$ cat config.mk
export PLATFORM = sky130hd
export DESIGN_NAME = mutsup_top
export DESIGN_NICKNAME = d
export VERILOG_FILES = /design/src/mutsup_pkg.sv /design/src/mutsup_top.sv
export SDC_FILE = /design/constraint.sdc
export NUM_CORES = 1
export LEC_CHECK = 0
export BUFFER_PORTS_ARGS = -buffer_cell sky130_fd_sc_hd__buf_4
export CAP_MARGIN = 20
export CORE_ASPECT_RATIO = 2
export CORE_MARGIN = 8
export CORE_UTILIZATION = 40
export CTS_CLUSTER_DIAMETER = 200
export DETAILED_ROUTE_END_ITERATION = 16
export SETUP_SLACK_MARGIN = 0.15
export SYNTH_ARGS = -nofsm -noshare
export SYNTH_HDL_FRONTEND = slang
export SYNTH_SLANG_ARGS = --single-unit
$ cat constraint.sdc
create_clock -name mclk_i -period 4.6 [get_ports mclk_i]
set_input_delay 0.46 -clock mclk_i [delete_from_list [all_inputs] [get_ports mclk_i]]
set_output_delay 0.46 -clock mclk_i [all_outputs]
set_load 0.03 [all_outputs]
$ cat src/mutsup_pkg.sv
`default_nettype none
package mutsup_pkg;
    // Clock and timing
    localparam logic [63:0] CLK_HZ        = 64'd25_000_000;
    localparam logic [63:0] T_MSDEL_MS    = 64'd50;
    localparam logic [63:0] T_SENS_MS     = 64'd4000;
    localparam logic [63:0] T_MUTE_S      = 64'd300;
    localparam logic [63:0] T_MDO_S       = 64'd20;
    localparam logic [63:0] T_BLINK_MS    = 64'd250;
    localparam logic [63:0] MSDEL_CYC     = T_MSDEL_MS * CLK_HZ / 64'd1000;
    localparam logic [63:0] SENS_CYC      = T_SENS_MS * CLK_HZ / 64'd1000;
    localparam logic [63:0] MUTE_CYC      = T_MUTE_S * CLK_HZ;
    localparam logic [63:0] MDO_CYC       = T_MDO_S * CLK_HZ;
    localparam logic [63:0] BLINK_CYC     = T_BLINK_MS * CLK_HZ / 64'd1000;
    localparam int          DEL_W         = 21;
    localparam int          TMR_W         = 33;
    localparam int          BLK_W         = 24;

    // Register map
    localparam logic [11:0] ADDR_CTRL     = 12'h000;
    localparam logic [11:0] ADDR_STATUS   = 12'h004;
    localparam logic [11:0] ADDR_INT_STAT = 12'h008;
    localparam logic [11:0] ADDR_INT_MASK = 12'h00C;
    localparam logic [11:0] ADDR_BLINK    = 12'h010;
    localparam logic [31:0] CTRL_RST      = 32'h0000_0001;
    localparam int          CTRL_ALLOW    = 0;
    localparam logic [3:0]  INT_MASK_RST  = 4'h0;
    localparam int          EV_MUTED      = 0;
    localparam int          EV_SEQERR     = 1;
    localparam int          EV_TRIP       = 2;
    localparam int          EV_OVRD       = 3;
    localparam int          ST_SENS_LSB   = 8;
    localparam int          ST_BLOCKED    = 12;
    localparam int          ST_ERR        = 13;
    localparam int          ST_ADDON      = 14;
    localparam int          ST_CFG_OK     = 15;
    localparam int          ST_SAFETY     = 16;
    localparam int          ST_LAMP       = 17;

    // Synchroniser bit positions
    localparam int          SY_MAIN       = 0;
    localparam int          SY_CASC       = 2;
    localparam int          SY_BLOCKED    = 6;
    localparam int          NCH           = 7;
    localparam int          SY_START      = 7;
    localparam int          SY_ADDON      = 8;
    localparam int          SY_RSTMODE    = 9;
    localparam int          SY_PORT       = 10;
    localparam int          SY_TYPE       = 11;
    localparam int          SY_W          = 13;

    // Muting type switch codes
    typedef enum logic [1:0] {
        MT_OFF = 2'h0,
        MT_T2  = 2'h1,
        MT_T4  = 2'h2,
        MT_L2  = 2'h3
    } mutsup_type_e;

    typedef enum logic [5:0] {
        ST_LOCK   = 6'h01,
        ST_RUN    = 6'h02,
        ST_ARM    = 6'h04,
        ST_MUTED  = 6'h08,
        ST_SEQERR = 6'h10,
        ST_OVRD   = 6'h20
    } mutsup_state_e;
endpackage
`default_nettype wire

$ cat src/mutsup_top.sv
`default_nettype none
// Notes on behaviour
// - While muted the safety output pair stays on even with the field interrupted.
// - A wrong sensor sequence or timing violation ends or refuses muting, and interruption then trips.
// - After a muting violation the start button acts as an override to clear material.
// - Three muting types are selectable: two-sensor T, four-sensor T and two-sensor L.
// - Four-sensor muting works only on the cascade port; two-sensor types use either port.
// - Muting needs the add-on present and takes its function from the configuration switches.
// - Each muting type can run with manual or automatic start.
// - The muting lamp is steadily on the whole time the curtain is muted.
// - After a sequence error the muting lamp blinks.
// - Sensor and interruption inputs get a 50 ms off-delay against dropouts.
// - A normal manual start is taken only with no sensor active and the field clear.
// - Override ends on its time limit or when the field clears, whichever is first.
module mutsup_top
    import mutsup_pkg::*;
#(
    parameter logic [DEL_W-1:0] P_MSDEL_CYC = DEL_W'(MSDEL_CYC),
    parameter logic [TMR_W-1:0] P_SENS_CYC  = TMR_W'(SENS_CYC),
    parameter logic [TMR_W-1:0] P_MUTE_CYC  = TMR_W'(MUTE_CYC),
    parameter logic [TMR_W-1:0] P_MDO_CYC   = TMR_W'(MDO_CYC),
    parameter logic [BLK_W-1:0] P_BLINK_CYC = BLK_W'(BLINK_CYC)
) (
    input  wire logic        mclk_i,
    input  wire logic        resetn_i,
    input  wire logic        psel_i,
    input  wire logic        penable_i,
    input  wire logic        pwrite_i,
    input  wire logic [11:0] paddr_i,
    input  wire logic [31:0] pwdata_i,
    output logic      [31:0] prdata_o,
    output logic             pready_o,
    output logic             pslverr_o,
    input  wire logic [1:0]  ms_main_n_i,
    input  wire logic [3:0]  ms_casc_n_i,
    input  wire logic        field_blocked_i,
    input  wire logic        start_btn_i,
    input  wire logic        addon_present_i,
    input  wire logic        auto_start_sw_i,
    input  wire logic        casc_port_sw_i,
    input  wire logic [1:0]  mute_type_sw_i,
    output logic      [1:0]  safety_output_pair_o,
    output logic             mute_lamp_o,
    output logic             irq_o
);

    typedef struct packed {
        logic [SY_W-1:0]            sync1;
        logic [SY_W-1:0]            sync2;
        logic                       btn_prev;
        logic [NCH-1:0][DEL_W-1:0]  del_cnt;
        mutsup_state_e              state;
        logic [TMR_W-1:0]           tmr;
        logic                       seen;
        logic                       err;
        logic [BLK_W-1:0]           blink_cnt;
        logic                       blink;
        logic                       allow;
        logic [BLK_W-1:0]           blink_per;
        logic [3:0]                 int_stat;
        logic [3:0]                 int_mask;
        logic [31:0]                prdata;
        logic                       safety;
        logic                       lamp;
    } mutsup_regs_s;

    mutsup_regs_s s_q;
    mutsup_regs_s s_d;

    logic [NCH-1:0]            act_raw;
    logic [NCH-1:0]            act;
    logic [NCH-1:0][DEL_W-1:0] cnt_nx;

    assign act_raw = {s_q.sync2[SY_BLOCKED], ~s_q.sync2[SY_CASC +: 4], ~s_q.sync2[SY_MAIN +: 2]};

    // off-delay filter
    // Activation is taken at once; release waits the full delay so dropouts are bridged.
    for (genvar i = 0; i < NCH; i++)
    begin : g_del
        assign act[i]    = act_raw[i] | (s_q.del_cnt[i] != '0);
        assign cnt_nx[i] = act_raw[i] ? P_MSDEL_CYC
                         : (s_q.del_cnt[i] != '0) ? s_q.del_cnt[i] - DEL_W'(1) : '0;
    end

    mutsup_type_e      mtype;
    logic              cfg_ok;
    logic              casc;
    logic [3:0]        sens;
    logic [3:0]        need;
    logic              any_act;
    logic              all_act;
    logic              blocked;
    logic              start_ev;
    logic              apb_setup;
    logic              apb_wr;
    logic              mapped;
    logic [3:0]        ev;
    logic [BLK_W-1:0]  per;

    always_comb
    begin
        mtype = mutsup_type_e'(s_q.sync2[SY_TYPE +: 2]);
        casc  = s_q.sync2[SY_PORT];
        sens  = casc ? act[SY_CASC +: 4] : {2'b00, act[SY_MAIN +: 2]};
        need  = (mtype == MT_T4) ? 4'hF : 4'h3;
        cfg_ok = s_q.sync2[SY_ADDON] & s_q.allow & (mtype != MT_OFF)
               & !((mtype == MT_T4) & !casc);
        any_act  = |(sens & need);
        all_act  = (sens & need) == need;
        blocked  = act[SY_BLOCKED];
        // Rising edge only, so a held button acts once
        start_ev = s_q.sync2[SY_START] & ~s_q.btn_prev;
        apb_setup = psel_i & ~penable_i;
        apb_wr    = psel_i & penable_i & pwrite_i;
        mapped = (paddr_i == ADDR_CTRL) | (paddr_i == ADDR_STATUS)
               | (paddr_i == ADDR_INT_STAT) | (paddr_i == ADDR_INT_MASK)
               | (paddr_i == ADDR_BLINK);
        // A zero period would stall the blink, so it counts as one
        per = (s_q.blink_per == '0) ? BLK_W'(1) : s_q.blink_per;
    end

    always_comb
    begin
        s_d = s_q;
        ev  = 4'h0;
        s_d.sync1    = {mute_type_sw_i, casc_port_sw_i, auto_start_sw_i, addon_present_i,
                        start_btn_i, field_blocked_i, ms_casc_n_i, ms_main_n_i};
        s_d.sync2    = s_q.sync1;
        s_d.btn_prev = s_q.sync2[SY_START];
        s_d.del_cnt  = cnt_nx;
        // Saturating, so a long hold never wraps back under a limit
        s_d.tmr      = (s_q.tmr == '1) ? s_q.tmr : s_q.tmr + TMR_W'(1);

        case (s_q.state)
            ST_LOCK:
            begin
                if (s_q.err && blocked && start_ev && cfg_ok)
                begin
                    s_d.state = ST_OVRD;
                    s_d.tmr   = '0;
                    ev[EV_OVRD] = 1'b1;
                end
                // auto start leaves the muting reset to the relay
                else if (!blocked && !any_act && (start_ev || s_q.sync2[SY_RSTMODE]))
                begin
                    s_d.state = ST_RUN;
                    s_d.err   = 1'b0;
                end
            end
            ST_RUN:
            begin
                if (blocked)
                begin
                    s_d.state = ST_LOCK;
                    ev[EV_TRIP] = 1'b1;
                end
                else if (cfg_ok && any_act)
                begin
                    s_d.state = ST_ARM;
                    s_d.tmr   = '0;
                end
            end
            ST_ARM:
            begin
                if (all_act && cfg_ok)
                begin
                    s_d.state = ST_MUTED;
                    s_d.tmr   = '0;
                    s_d.seen  = 1'b0;
                    ev[EV_MUTED] = 1'b1;
                end
                // sequence or t_sens violation refuses muting
                else if (blocked || !cfg_ok || s_q.tmr >= P_SENS_CYC)
                begin
                    s_d.state = ST_SEQERR;
                    s_d.err   = 1'b1;
                    ev[EV_SEQERR] = 1'b1;
                end
                else if (!any_act)
                    s_d.state = ST_RUN;
            end
            ST_MUTED:
            begin
                s_d.seen = s_q.seen | blocked;
                if (!cfg_ok || s_q.tmr >= P_MUTE_CYC || (blocked && !all_act))
                begin
                    s_d.state = ST_SEQERR;
                    s_d.err   = 1'b1;
                    ev[EV_SEQERR] = 1'b1;
                end
                else if ((mtype == MT_L2) ? (s_q.seen && !blocked) : (!any_act && !blocked))
                    s_d.state = ST_RUN;
            end
            ST_SEQERR:
            begin
                if (blocked)
                begin
                    s_d.state = ST_LOCK;
                    ev[EV_TRIP] = 1'b1;
                end
                else if (!any_act)
                begin
                    s_d.state = ST_RUN;
                    s_d.err   = 1'b0;
                end
            end
            ST_OVRD:
            begin
                // override ends on time or clear field
                if (!blocked || s_q.tmr >= P_MDO_CYC)
                    s_d.state = ST_LOCK;
            end
            default:
                s_d.state = ST_LOCK;
        endcase

        // Only the locked state switches the outputs off
        s_d.safety = (s_d.state != ST_LOCK);

        if (s_q.blink_cnt >= per - BLK_W'(1))
        begin
            s_d.blink_cnt = '0;
            s_d.blink     = ~s_q.blink;
        end
        else
            s_d.blink_cnt = s_q.blink_cnt + BLK_W'(1);
        // blinking lamp after a sequence error
        s_d.lamp = (s_d.state == ST_MUTED) | (s_d.err & s_q.blink);

        if (apb_wr)
        begin
            case (paddr_i)
                ADDR_CTRL:     s_d.allow     = pwdata_i[CTRL_ALLOW];
                ADDR_INT_STAT: s_d.int_stat  = s_q.int_stat & ~pwdata_i[3:0];
                ADDR_INT_MASK: s_d.int_mask  = pwdata_i[3:0];
                ADDR_BLINK:    s_d.blink_per = pwdata_i[BLK_W-1:0];
                default:       s_d.allow     = s_q.allow;
            endcase
        end
        // Set wins over a same-cycle clear
        s_d.int_stat = s_d.int_stat | ev;

        if (apb_setup)
        begin
            case (paddr_i)
                ADDR_CTRL:     s_d.prdata = {31'h0, s_q.allow};
                ADDR_STATUS:   s_d.prdata = {14'h0, s_q.lamp, s_q.safety, cfg_ok,
                                             s_q.sync2[SY_ADDON], s_q.err, blocked,
                                             sens, 2'b00, s_q.state};
                ADDR_INT_STAT: s_d.prdata = {28'h0, s_q.int_stat};
                ADDR_INT_MASK: s_d.prdata = {28'h0, s_q.int_mask};
                ADDR_BLINK:    s_d.prdata = {{(32-BLK_W){1'b0}}, s_q.blink_per};
                default:       s_d.prdata = 32'h0000_0000;
            endcase
        end
    end

    always_ff @(posedge mclk_i or negedge resetn_i)
    begin
        if (!resetn_i)
        begin
            s_q           <= '0;
            s_q.state     <= ST_LOCK;
            s_q.allow     <= CTRL_RST[CTRL_ALLOW];
            s_q.blink_per <= P_BLINK_CYC;
            s_q.int_mask  <= INT_MASK_RST;
            // Sensor contacts idle closed; avoids a false activation after reset
            s_q.sync1[SY_MAIN +: 2] <= 2'h3;
            s_q.sync1[SY_CASC +: 4] <= 4'hf;
            s_q.sync2[SY_MAIN +: 2] <= 2'h3;
            s_q.sync2[SY_CASC +: 4] <= 4'hf;
        end
        else
            s_q <= s_d;
    end

    assign prdata_o             = s_q.prdata;
    // Registers answer at once, so no wait states
    assign pready_o             = 1'b1;
    // Unmapped addresses read zero and flag an error
    assign pslverr_o            = psel_i & penable_i & ~mapped;
    assign safety_output_pair_o = {2{s_q.safety}};
    assign mute_lamp_o          = s_q.lamp;
    // Level interrupt, held until software clears the status bit
    assign irq_o                = |(s_q.int_stat & s_q.int_mask);

endmodule
`default_nettype wire

# Word level (Yosys, flattened, before mapping)
# Index checks and enable logic that the tools add are counted.
# word_totals
reg_bits,307
out_inout_bits,38
in_bits,62
# classes
reduce_logical,39
addsub,10
magnitude_cmp,4
n_bitwise,34
n_mux,59
n_eq_ne,17
# op_table
cell,count
21-bit two-way mux,14
21-bit nonzero test,7
21-bit by 1-bit subtractor with 21-bit output (second input constant),7
24-bit one-hot mux with 5 select lines,1
33-bit two-way mux,3
33-bit one-hot mux with 3 select lines,1
6-bit two-way mux,10
24-bit two-way mux,2
39-bit two-way mux,1
6-bit one-hot mux with 6 select lines,1
34-bit two-way mux,1
33-bit by 1-bit adder with 33-bit output (second input constant),1
33-bit equality test (second input constant),1
33-bit by 27-bit greater-or-equal comparator with 1-bit output (second input constant),1
33-bit by 29-bit greater-or-equal comparator with 1-bit output (second input constant),1
33-bit greater-or-equal comparator (second input constant),1
24-bit by 1-bit adder with 24-bit output (second input constant),1
12-bit by 4-bit equality test with 1-bit output (second input constant),2
24-bit greater-or-equal comparator,1
24-bit zero test,1
24-bit by 1-bit subtractor with 24-bit output (second input constant),1
1-bit two-way mux,17
4-bit two-way mux,4
1-bit bitwise OR,13
29 further kinds,70

# Depth between registers and ports, before layout
# Gate-level depths: netlist of run 1.
# depth
depth_word,13
ltp_mapped,21

# Least setup slack after synthesis of run 1
# OpenSTA, ideal clock, no wires.
# synth_timing
kind,reg2reg
start,register s_q[58] (netlist name)
end,register s_q[71] (netlist name)
required_ns,4.522
t_arrival_ns,4.167
period_less_slack_ns,4.244
path_slack_ns,0.356
path_stages_with_launch,21
n_path_buf,2
cell_sequence,dfstp_2 -> or4_1 -> or3_1 -> nor3_1 -> nor2_1 -> ha_1 -> nand2_1 -> or3_1 -> nor2_1 -> nand2_1 -> nor3_1 -> xnor2_1 -> ha_1 -> a21o_1 -> a211o_1 -> o221ai_1 -> a21oi_1 -> or2_2 -> clkbuf_1 -> clkbuf_1 -> a21oi_1
# synth_lines
item,line_no,source
from (decl),mutsup_top.sv:67,mutsup_regs_s s_q;

==> results of run 1 <==
[where the power goes]
part,internal [mW],switching (mW)
sequential,2.72,0.102
combinational,0.203,0.296
clock,1.37,1.03
total,4.30,1.43
[routing by layer]
metal | GRT usage | vias up | routed length (um)
li1 | - | 5642 | -
met3 | 0.0182 | 82 | 1140
met4 | 0.0697 | 0 | 1380
met5 | 0 | - | 0
met1 | 0.173 | 5792 | 14200
met2 | 0.321 | 203 | 20800
[cell type report]
type                            count  area (um2)
Tap cell                          520         651
Inverter                           33         124
Clock inverter                     13         130
Sequential cell                   299        7510
Clock buffer                       40         827
Fill cell                        3679       20900
Timing Repair Buffer              120         960
Multi-Input combinational cell   1158        7460
[stage by stage]
stage	setup slack [ns]	cell area, um2
3_5_place_dp	0.0800	16500
6_report	0.351	17700
4_1_cts	0.232	17600
3_3_place_gp	0.117	16500
5_1_grt	0.151	17700
2_1_floorplan	0.356	15500
[cell usage in the layout, fill, tap and decap left out, types with 14 or more instances in the layout]
cell type and count:
dfrtp_1 273, nor2_1 197, nand2_1 114, xnor2_1 106
buf_4 103, o21ai_0 96, xor2_1 72, nor3_1 56
a21oi_1 56, nor4_1 41, ha_1 41, nand3_1 38
inv_1 33, nand4_1 29, clkbuf_16 29, mux2_2 28
or3_1 27, dfstp_2 26, or4_1 24, a21o_1 15
nand2b_1 14, dlygate4sd3_1 14
[how the worst min path moves through the flow]
stage | start | end | cells after the start
2_1_floorplan | resetn_i | act_raw[6] | 0
3_5_place_dp | s_d[288] | s_d[280] | 0
4_1_cts | pwdata_i[21] | s_q[63] | 2
6_report | pwdata_i[21] | s_q[63] | 2
5_1_grt | pwdata_i[19] | s_q[61] | 2
3_3_place_gp | s_d[288] | s_d[280] | 0
[Yosys cell counts, drive strengths merged (4+ instances only)]
library cell    n  area, um2
nor2b           8       50.1
nand4b          7       61.3
or3            28        175
a21o           15        113
nand4          30        194
nand3          39        200
or2             7       43.8
inv            33        124
o21ai          97        485
nand2b         14       87.6
a211oi          4       30.0
dfrtp         273       6830
o211ai          9       72.6
clkbuf         40        150
and2            7       43.8
a21oi          57        285
nor2          200        756
xor2           72        631
buf            46        344
or4            29        236
xnor2         106        928
and4            7       61.3
o31ai          11       82.6
a311oi          5       61.3
dfstp          26        683
nand3b          5       37.5
mux2i           4       40.0
nor3           59        300
and3           13       81.3
mux2           28        315
nor4           42        278
o21a           10       75.1
ha             41        513
nor4b           6       58.8
nor3b           8       71.3
nand2         114        428
a31oi           6       37.5
a211o           6       52.6
a22oi          10       75.1
[cell families (layout without fill, tap and decap cells)]
logic type                 after synthesis  count (layout)
and+or+nand+nor                        634             636
DFF                                    299             299
AOI/OAI and AO/OA                      262             262
xor gates and xnor gates               178             178
buffers and inverters                  119             206
adders and majority gates               41              41
muxes                                   32              32
other                                    2               9
[registers in the layout, summed over array words and instances, names as in the netlist]
register	cells
act_raw	1
casc	1
mtype	2
mute_lamp_o	1
prdata_o	24
s_d	14
s_q	255
safety_output_pair_o	1
[critical path, delay by kind of cell, from the launching register on]
| family | cells | cell delay (ns) |
|---|---|---|
| adders and majority gates | 2 | 0.50 |
| DFF | 1 | 0.40 |
| and+or+nand+nor | 10 | 2.10 |
| AOI/OAI and AO/OA | 5 | 1.00 |
| xor gates and xnor gates | 1 | 0.16 |
[repair_timing]
action | in CTS | in global routing
endpoints found under the setup margin | 24 | 25
setup buffers | 0 | 0
resized for setup | 1 | 7
hold endpoints to repair | 66 | 0
hold buffers | 14 | 0
pin swaps | 0 | 1
gates cloned | 0 | 2
==> results.md, run 1 <==
* Worst reg2reg path depth at 18
* Async S/R FF share, synth at 1.00
* CP peak stage delay at 0.58 ns
* Crit-path cells: or4_1 > or3_4 > nor3_2 > nor2_1 > ha_1 > nand2_1 > or3_1 > nor2_2 > nand2_1 > nor3_2 > xnor2_1 > ha_1 > a21o_1 > a211o_1 > o221ai_1 > a21oi_2 > or2_4 > a21oi_1
* Worst Setup SP: s_q[58]
* Setup Skew at 0.0240 ns
* Iter 0 DRT Violations at 553
* Post-synthesis compound-gate area fraction at 0.107
* Power Dens Cells at 324 nW/um2
* CP Launch Type: flop
* Worst Max-Slew Pin Slew at 0.943 ns
* Final setup fails at 0
* Main combinational cell family by area after synthesis: simple AND/OR/NAND/NOR gates
* Netlist cell types at 81
* Post-route setup TNS at 0 ns
* Number of flops mapped to enable cells by yosys at 0
* I/O Buffers at 82
* Post-synthesis adder-cell area fraction at 0.0331
* Fin Hold WS at 0.127 ns
* WP data arrival at ~4.7 ns
* Worst path slowest cell: or4_1
* CORE AREA at 38500 um2
* Post-Route WL at 37500 um
* Final ANT Viol Nets at 0
* Synth Flop Type: dfrtp_1
* Clk_lat worst skew at between 0.5 and 0.6 ns
* Outcome: complete, no violations
* Die area at 45700 um2
* Gpl congestion at 0.897
* Synth Area in Simple Gates at 0.211
* Final hold vios at 0
* Sequential area share after synthesis at 0.485
* R2r setup slk at about 0.35 ns
* Worst reg2reg startpoint: s_q[58]
* IO Pins at 100
* Drt pass-1 iters at 5
* Grt ovf at 0
* Setup CP Type: flop to flop
* RSZ-0062 raised after global routing: false
* Max-cap viol count at 0
* Mean post-synth cell area at between 9 and 10 um2
* Die span in y at 294 um
* TritonCTS sink count at 299
* GRT Resource Usage Total at 0.164
* Core Rows at between 100 and 150
* Via count at 11719
* Vias per inst at ~5.4
* Worst Path Max Fanout at 12
* R2r endpoint: s_q[85]
* Critical Path End: s_q[85]
* Final net count at 1744
* DRC at 0
* Post-Synthesis Cells at 1567
* Yosys warnings at 0
* Seq cells post-synth at around 300
* Clock Pin Slew Worst Setup and Hold Paths at 0.07 ns
* Largest net degree at the start of global routing at 109
* First-pass GRT wire length at 61700 um
* Syn Std Cell Area at 15500 um2
* Routed length per placed instance at roughly 17 um
* Total CTS buffers at 29
* Root Buffer: clkbuf_16
* Leakage power at 7.25 nW
* Vias in the first global route at 12265
* Fin. max-slew vios at 0
* Initial antenna violation count at 0
* Worst min path class: input pin to flop
* Mux contribution to synthesized area at 0.0229
* Number of standard cells in the final layout excluding fillers at 2183
* Die W at 155 um
* Crit path time final at 4.25 ns
* Ant diodes at 0
* Slew headroom at 0.367
* Core Util, Final at 0.458
* TritonCTS clock tree: yes
* Area growth syn-to-layout at 13.9%
* CP required at 5.09 ns
* CTS H-tree lvls at 1
* Final Cycle Share at 0.924
* XOR/XNOR Fraction of Synth Area at 0.101
* DP HPWL at 27600 um
* VDD IR max at 0.225 mV
* Final Power at 5.73 mW
* Placed cells at 2114
* Worst setup EP type: flop
* FMAX at 235 MHz
* Share of cells above drive strength 1 at 0.152
* Starting density of the core at 0.402
* CTS Buffer Depth at 3
Note: power is estimated with default switching activity, not from simulation.
==> inputs of run 2 (changes only) <==
==> constraint.sdc (replaced) <==
create_clock -name mclk_i -period 4.6 [get_ports mclk_i]
set_input_delay 0.23 -clock mclk_i [delete_from_list [all_inputs] [get_ports mclk_i]]
set_output_delay 0.23 -clock mclk_i [all_outputs]
set_load 0.03 [all_outputs]
==> run 2 against run 1 <==
Against the previous run: global-route usage grew 0.17 points; power shrank 0.99%; first-iteration DRC count is 25% lower; register-to-register slack is essentially flat; setup slack gained 0.014 ns; cell count is 0.92% higher; count of clock-buffer cells in the layout rose by 5; sequential power about the same; hold slack worse by 0.030 ns; sequential cell count did not move.
==> results.md, run 2 (synthesized netlist as in run 1, its figures left out) <==
* Iter 0 DRT Violations at 416
* Routed length per placed instance at around 17 um
* Vias per inst at approximately 5.3
* I/O Buffers at 82
* TritonCTS clock tree: yes
* Final hold vios at 0
* Via count at between 10000 and 15000
* RSZ-0062 raised after global routing: false
* CORE AREA at 38500 um2
* DP Area at 16500 um2
* Commonest non-fill, non-tap cell in the layout: dfrtp_1
* Worst path slowest cell: or4_1
* Drt pass-1 iters at 5
* DRC at 0
* Number of flip-flops in the largest register at 255
* Most frequent cells in the layout: dfrtp_1, nor2_1, nand2_1
* VDD IR max at 0.294 mV
* Worst min path class: input pin to asynchronous set/reset pin
* Setup ws final at 0.365 ns
* Vias in the first global route at 12341
* Final setup fails at 0
* Die span in y at 294 um
* Root Buffer: clkbuf_16
* Gpl congestion at 0.876
* Final ANT Viol Nets at 0
* Area growth syn-to-layout at 15.1%
* Leakage power at approximately 7.3 nW
* Post-Route WL at 37600 um
* CP Buf/Inv Count at 0
* Worst setup EP type: flop
* Die area at 45700 um2
* Placed cells at 2109
* Clk_lat worst skew at 0.56 ns
* CTS H-tree lvls at 1
* Initial antenna violation count at 0
* Total CTS buffers at 29
* Clock Pin Slew Worst Setup and Hold Paths at approximately 0.060 ns
* Fin. max-slew vios at 0
* DP HPWL at 27500 um
* Slew headroom at 0.366
* Grt ovf at 0
* Outcome: complete, no violations
* Worst Max-Slew Pin Slew at roughly 0.95 ns
* Die W at between 150 and 200 um
* Worst Path Max Fanout at 7
* Worst Setup SP: s_q[58]
* TritonCTS sink count at ~300
* Share of cells above drive strength 1 at 0.144
* CTS Buffer Depth at 3
* Setup Skew at around 0.022 ns
* Place WS at -0.00902 ns
* Post-route setup TNS at 0 ns
* Core Util, Final at 0.463
* CP Launch Type: flop
* Largest net degree at the start of global routing at 166
* CP peak stage delay at 0.57 ns
* Ant diodes at 0
* Post-Layout Inst Area at about 18000 um2
* First-pass GRT wire length at 62300 um
* Crit path time final at 4.23 ns
* Power Dens Cells at 318 nW/um2
* Worst reg2reg startpoint: s_q[58]
* Fin Hold WS at 0.0971 ns
* Final Cycle Share at 0.921
* Final net count at 1764
* CP top delay family: simple AND/OR/NAND/NOR gates
* Starting density of the core at 0.402
* Number of standard cells in the final layout excluding fillers at 2203
* IO Pins at 100
* Setup CP Type: flop to flop
* Reg with most FFs: s_q
* GRT Resource Usage Total at 0.166
* Crit-path cells: or4_1 > or3_4 > nor3_4 > nor2_1 > ha_1 > nand2_1 > or3_1 > nor2_2 > nand2_1 > nor3_1 > xnor2_1 > ha_1 > a21o_1 > a211o_1 > o221ai_2 > a21oi_2 > or2_4 > a21boi_0
* Core Rows at approximately 100
* WP data arrival at ~4.7 ns
* Max-cap viol count at 0
* CP required at 5.08 ns
* Final Power at 5.67 mW
* FMAX at 236 MHz
==> run 2: routing by layer <==
metal | part of all wire | track usage
met5 | 0 | 0
met4 | 0.042 | 0.0766
met3 | 0.028 | 0.0175
met2 | 0.55 | 0.327
met1 | 0.38 | 0.171
==> run 2: area by class of cell <==
type	count	area (um2)
Fill cell	3733	20700
Clock buffer	45	846
Multi-Input combinational cell	1158	7460
Inverter	33	124
Tap cell	520	651
Timing Repair Buffer	140	1180
Sequential cell	299	7510
Clock inverter	8	72.6
==> run 2: what timing repair did <==
item,4_1_cts,5_1_grt
cloned,0,2
endpoints found under the hold margin,175,0
pin swaps,0,1
resized for setup,2,7
hold buffers,38,0
buffers inserted,0,0
endpoints found under the setup margin,24,25
==> run 2: path summary, 6_finish.rpt <==
| kind | slack, ns | cells past startpoint | end |
|---|---|---|---|
| worst min-delay path | 0.1 | 2 | prdata_o[20] |
| worst max-delay path | 0.37 | 18 | s_q[69] |
| worst max register to register | 0.37 | 18 | s_q[69] |
| max in group asynchronous | 3.30 | 3 | prdata_o[4] |
| worst min register to register | 0.35 | 0 | act_raw[6] |
| min in group mclk_i | 0.13 | 4 | s_q[66] |
==> run 2: power by group <==
part | internal (mW) | leakage, nW | switching (mW)
clock network | 1.32 | 0.443 | 1.01
registers | 2.72 | 3.70 | 0.104
logic | 0.217 | 3.16 | 0.303
==> inputs of run 3 (changes only) <==
--- a/config.mk
+++ b/config.mk
@@ -9,10 +9,11 @@
 export CAP_MARGIN = 20
 export CORE_ASPECT_RATIO = 2
 export CORE_MARGIN = 8
-export CORE_UTILIZATION = 40
+export CORE_UTILIZATION = 30
 export CTS_CLUSTER_DIAMETER = 200
 export DETAILED_ROUTE_END_ITERATION = 16
 export SETUP_SLACK_MARGIN = 0.15
+export SKIP_CTS_REPAIR_TIMING = 1
 export SYNTH_ARGS = -nofsm -noshare
 export SYNTH_HDL_FRONTEND = slang
 export SYNTH_SLANG_ARGS = --single-unit
==> run 3 against run 2 <==
Against the previous run: sequential share of layout area shrank 0.69 points; sequential cell count is the same; critical endpoint is now s_q[78]; sequential power is essentially flat; count of clock-buffer cells in the layout shrank 2; routed wire length shrank 2.6%; maximum frequency grew 0.17%; clock skew shrank 0.0095 ns; via count shrank 1.1%; die area grew 31%; hold slack gained 0.015 ns.
==> results.md, run 3 (synthesized netlist as in run 1, its figures left out) <==
* GRT Resource Usage Total at 0.121
* TritonCTS clock tree: yes
* Largest net degree at the start of global routing at 115
* DP Area at 16700 um2
* Final Cycle Share at 0.919
* VDD IR max at 0.289 mV
* Share of cells above drive strength 1 at 0.148
* CORE AREA at between 50000 and 60000 um2
* R2r setup slk at 0.37 ns
* Area growth syn-to-layout at 17.1%
* CP Launch Type: flop
* RSZ-0062 raised after global routing: true
* CP required at 5.10 ns
* Die area at 59600 um2
* Final Power at 5.99 mW
* Most frequent cells in the layout: dfrtp_1, nor2_1, nand2_1
* Hold Path End: prdata_o[18]
* CP top delay family: simple AND/OR/NAND/NOR gates
* CP peak stage delay at between 0.5 and 0.6 ns
* Reg with most FFs: s_q
* Worst Path Max Fanout at 24
* Grt ovf at 0
* DP HPWL at 26000 um
* Switch share at 0.247
* First-pass GRT wire length at 60500 um
* Final ANT Viol Nets at 0
* Leakage power at 7.40 nW
* Worst reg2reg path depth at 18
* Post-Layout Inst Area at 18100 um2
* Iter 0 DRT Violations at 732
* CP Buf/Inv Count at 0
* DRC at 0
* Gpl congestion at 0.878
* Setup CP Type: flop to flop
* Vias per inst at 4.94
* Number of stages on the worst hold path at 4
* Vias in the first global route at 11569
* Fin. max-slew vios at 0
* Post-route setup TNS at 0 ns
* Die span in y at ~340 um
* FMAX at 237 MHz
* Worst reg2reg startpoint: s_q[61]
* Root Buffer: clkbuf_16
* CTS H-tree lvls at 1
* Post-Route WL at roughly 37000 um
* Worst setup EP type: flop
* Final net count at roughly 1800
* Via count at 11585
* Clk_lat worst skew at between 0.5 and 0.6 ns
* Drt pass-1 iters at 5
* R2r endpoint: s_q[78]
* Core Rows at around 120
* Total CTS buffers at 31
* Max-cap viol count at 0
* Commonest non-fill, non-tap cell in the layout: dfrtp_1
* I/O Buffers at 82
* Worst path slowest cell: or4_1
* Reg power frac at 0.472
* Crit-path cells: or4_1 > or3_1 > nor3_2 > nor2_1 > ha_1 > nand2_1 > or3_1 > nor2_1 > nand2_1 > nor3_1 > xnor2_1 > ha_1 > a21o_1 > a211o_1 > o221ai_1 > a21oi_1 > or2_4 > a21oi_1
* Setup Skew at around 0.012 ns
* Number of flip-flops in the largest register at between 200 and 300
* Starting density of the core at 0.302
* Number of standard cells in the final layout excluding fillers at 2346
* Final hold vios at 0
* Clock share of power at 0.440
* Ant diodes at 0
* Initial antenna violation count at 0
* TritonCTS sink count at 299
* Power Dens Cells at 330 nW/um2
* Routed length per placed instance at between 15 and 20 um
* IO Pins at 100
* Crit path time final at 4.23 ns
* CTS Buffer Depth at 3
* Worst min path class: input pin to flop
* Die W at ~180 um
* Hold Crit Start: paddr_i[3]
* Slew headroom at 0.294
* Comb power frac at 0.088
* Outcome: complete, no violations
* Cell Int Power at about 4.5 mW
* Placed cells at roughly 2300
* Clock Pin Slew Worst Setup and Hold Paths at 0.06 ns
* Worst Max-Slew Pin Slew at 1.06 ns
* Final setup fails at 0
* Fillcell total at 5143
* WP data arrival at about 4.7 ns
* Psw at 1.48 mW
[run 3: changes by cell type in the layout (fill, tap and decap cells not counted), moves of 2 or more]
| cell | change |
|---|---|
| clkbuf_1 | -8 |
| clkbuf_8 | +4 |
| buf_4 | +3 |
| clkinv_2 | +3 |
| bufinv_16 | +2 |
| clkbuf_16 | +2 |
| or2_4 | -2 |
[run 3: layout make-up]
cell class	instances	area, um2	share of cell area
Timing Repair Buffer	142	1180	0.0651
Sequential cell	299	7510	0.414
Clock buffer	43	921	0.0507
Inverter	33	124	0.00683
Clock inverter	13	160	0.00882
Multi-Input combinational cell	1156	7420	0.409
Tap cell	660	826	0.0455
[run 3: per-stage QoR]
| step | hold slack, ns | utilization | worst slack, ns |
|---|---|---|---|
| floorplan | -0.0656 | - | 0.356 |
| global route | 0.131 | 0.353 | 0.134 |
| global placement | 0.334 | 0.324 | 0.220 |
| finish | 0.113 | 0.353 | 0.373 |
| detailed placement | 0.335 | 0.324 | 0.134 |
| CTS | -0.284 | 0.346 | 0.0955 |
[run 3: how the worst max path moves through the flow]
stage | start | end | slack (ns) | cells past startpoint
floorplan | s_q[58] | s_q[71] | 0.36 | 20
global placement | s_q[61] | s_q[69] | 0.22 | 18
detailed placement | s_q[61] | s_q[78] | 0.13 | 18
CTS | s_q[61] | s_q[78] | 0.1 | 18
global route | s_q[61] | s_q[69] | 0.13 | 18
finish | s_q[61] | s_q[78] | 0.37 | 18
[run 3: routing by layer]
metal	track usage	vias up	part of all wire
met5	0	-	0
li1	-	5692	-
met1	0.168	5609	0.48
met3	0.0220	47	0.051
met4	0.0293	0	0.018
met2	0.194	237	0.46
[run 3: power groups by stage]
stage          Clock, mW  Sequential (mW)  Combinational, mW
6_report            2.64             2.83              0.526
4_1_cts             2.72             2.83              0.507
3_5_place_dp           0             2.87              0.505
5_1_grt             2.83             2.84              0.592
3_3_place_gp           0             2.87              0.495
2_1_floorplan          0             2.83              0.331
[run 3: worst min-delay path, delay by kind of cell]
family,cells,cell delay [ns]
compound gates,1,0.06
simple gates,2,0.19
buf+inv,1,0.15
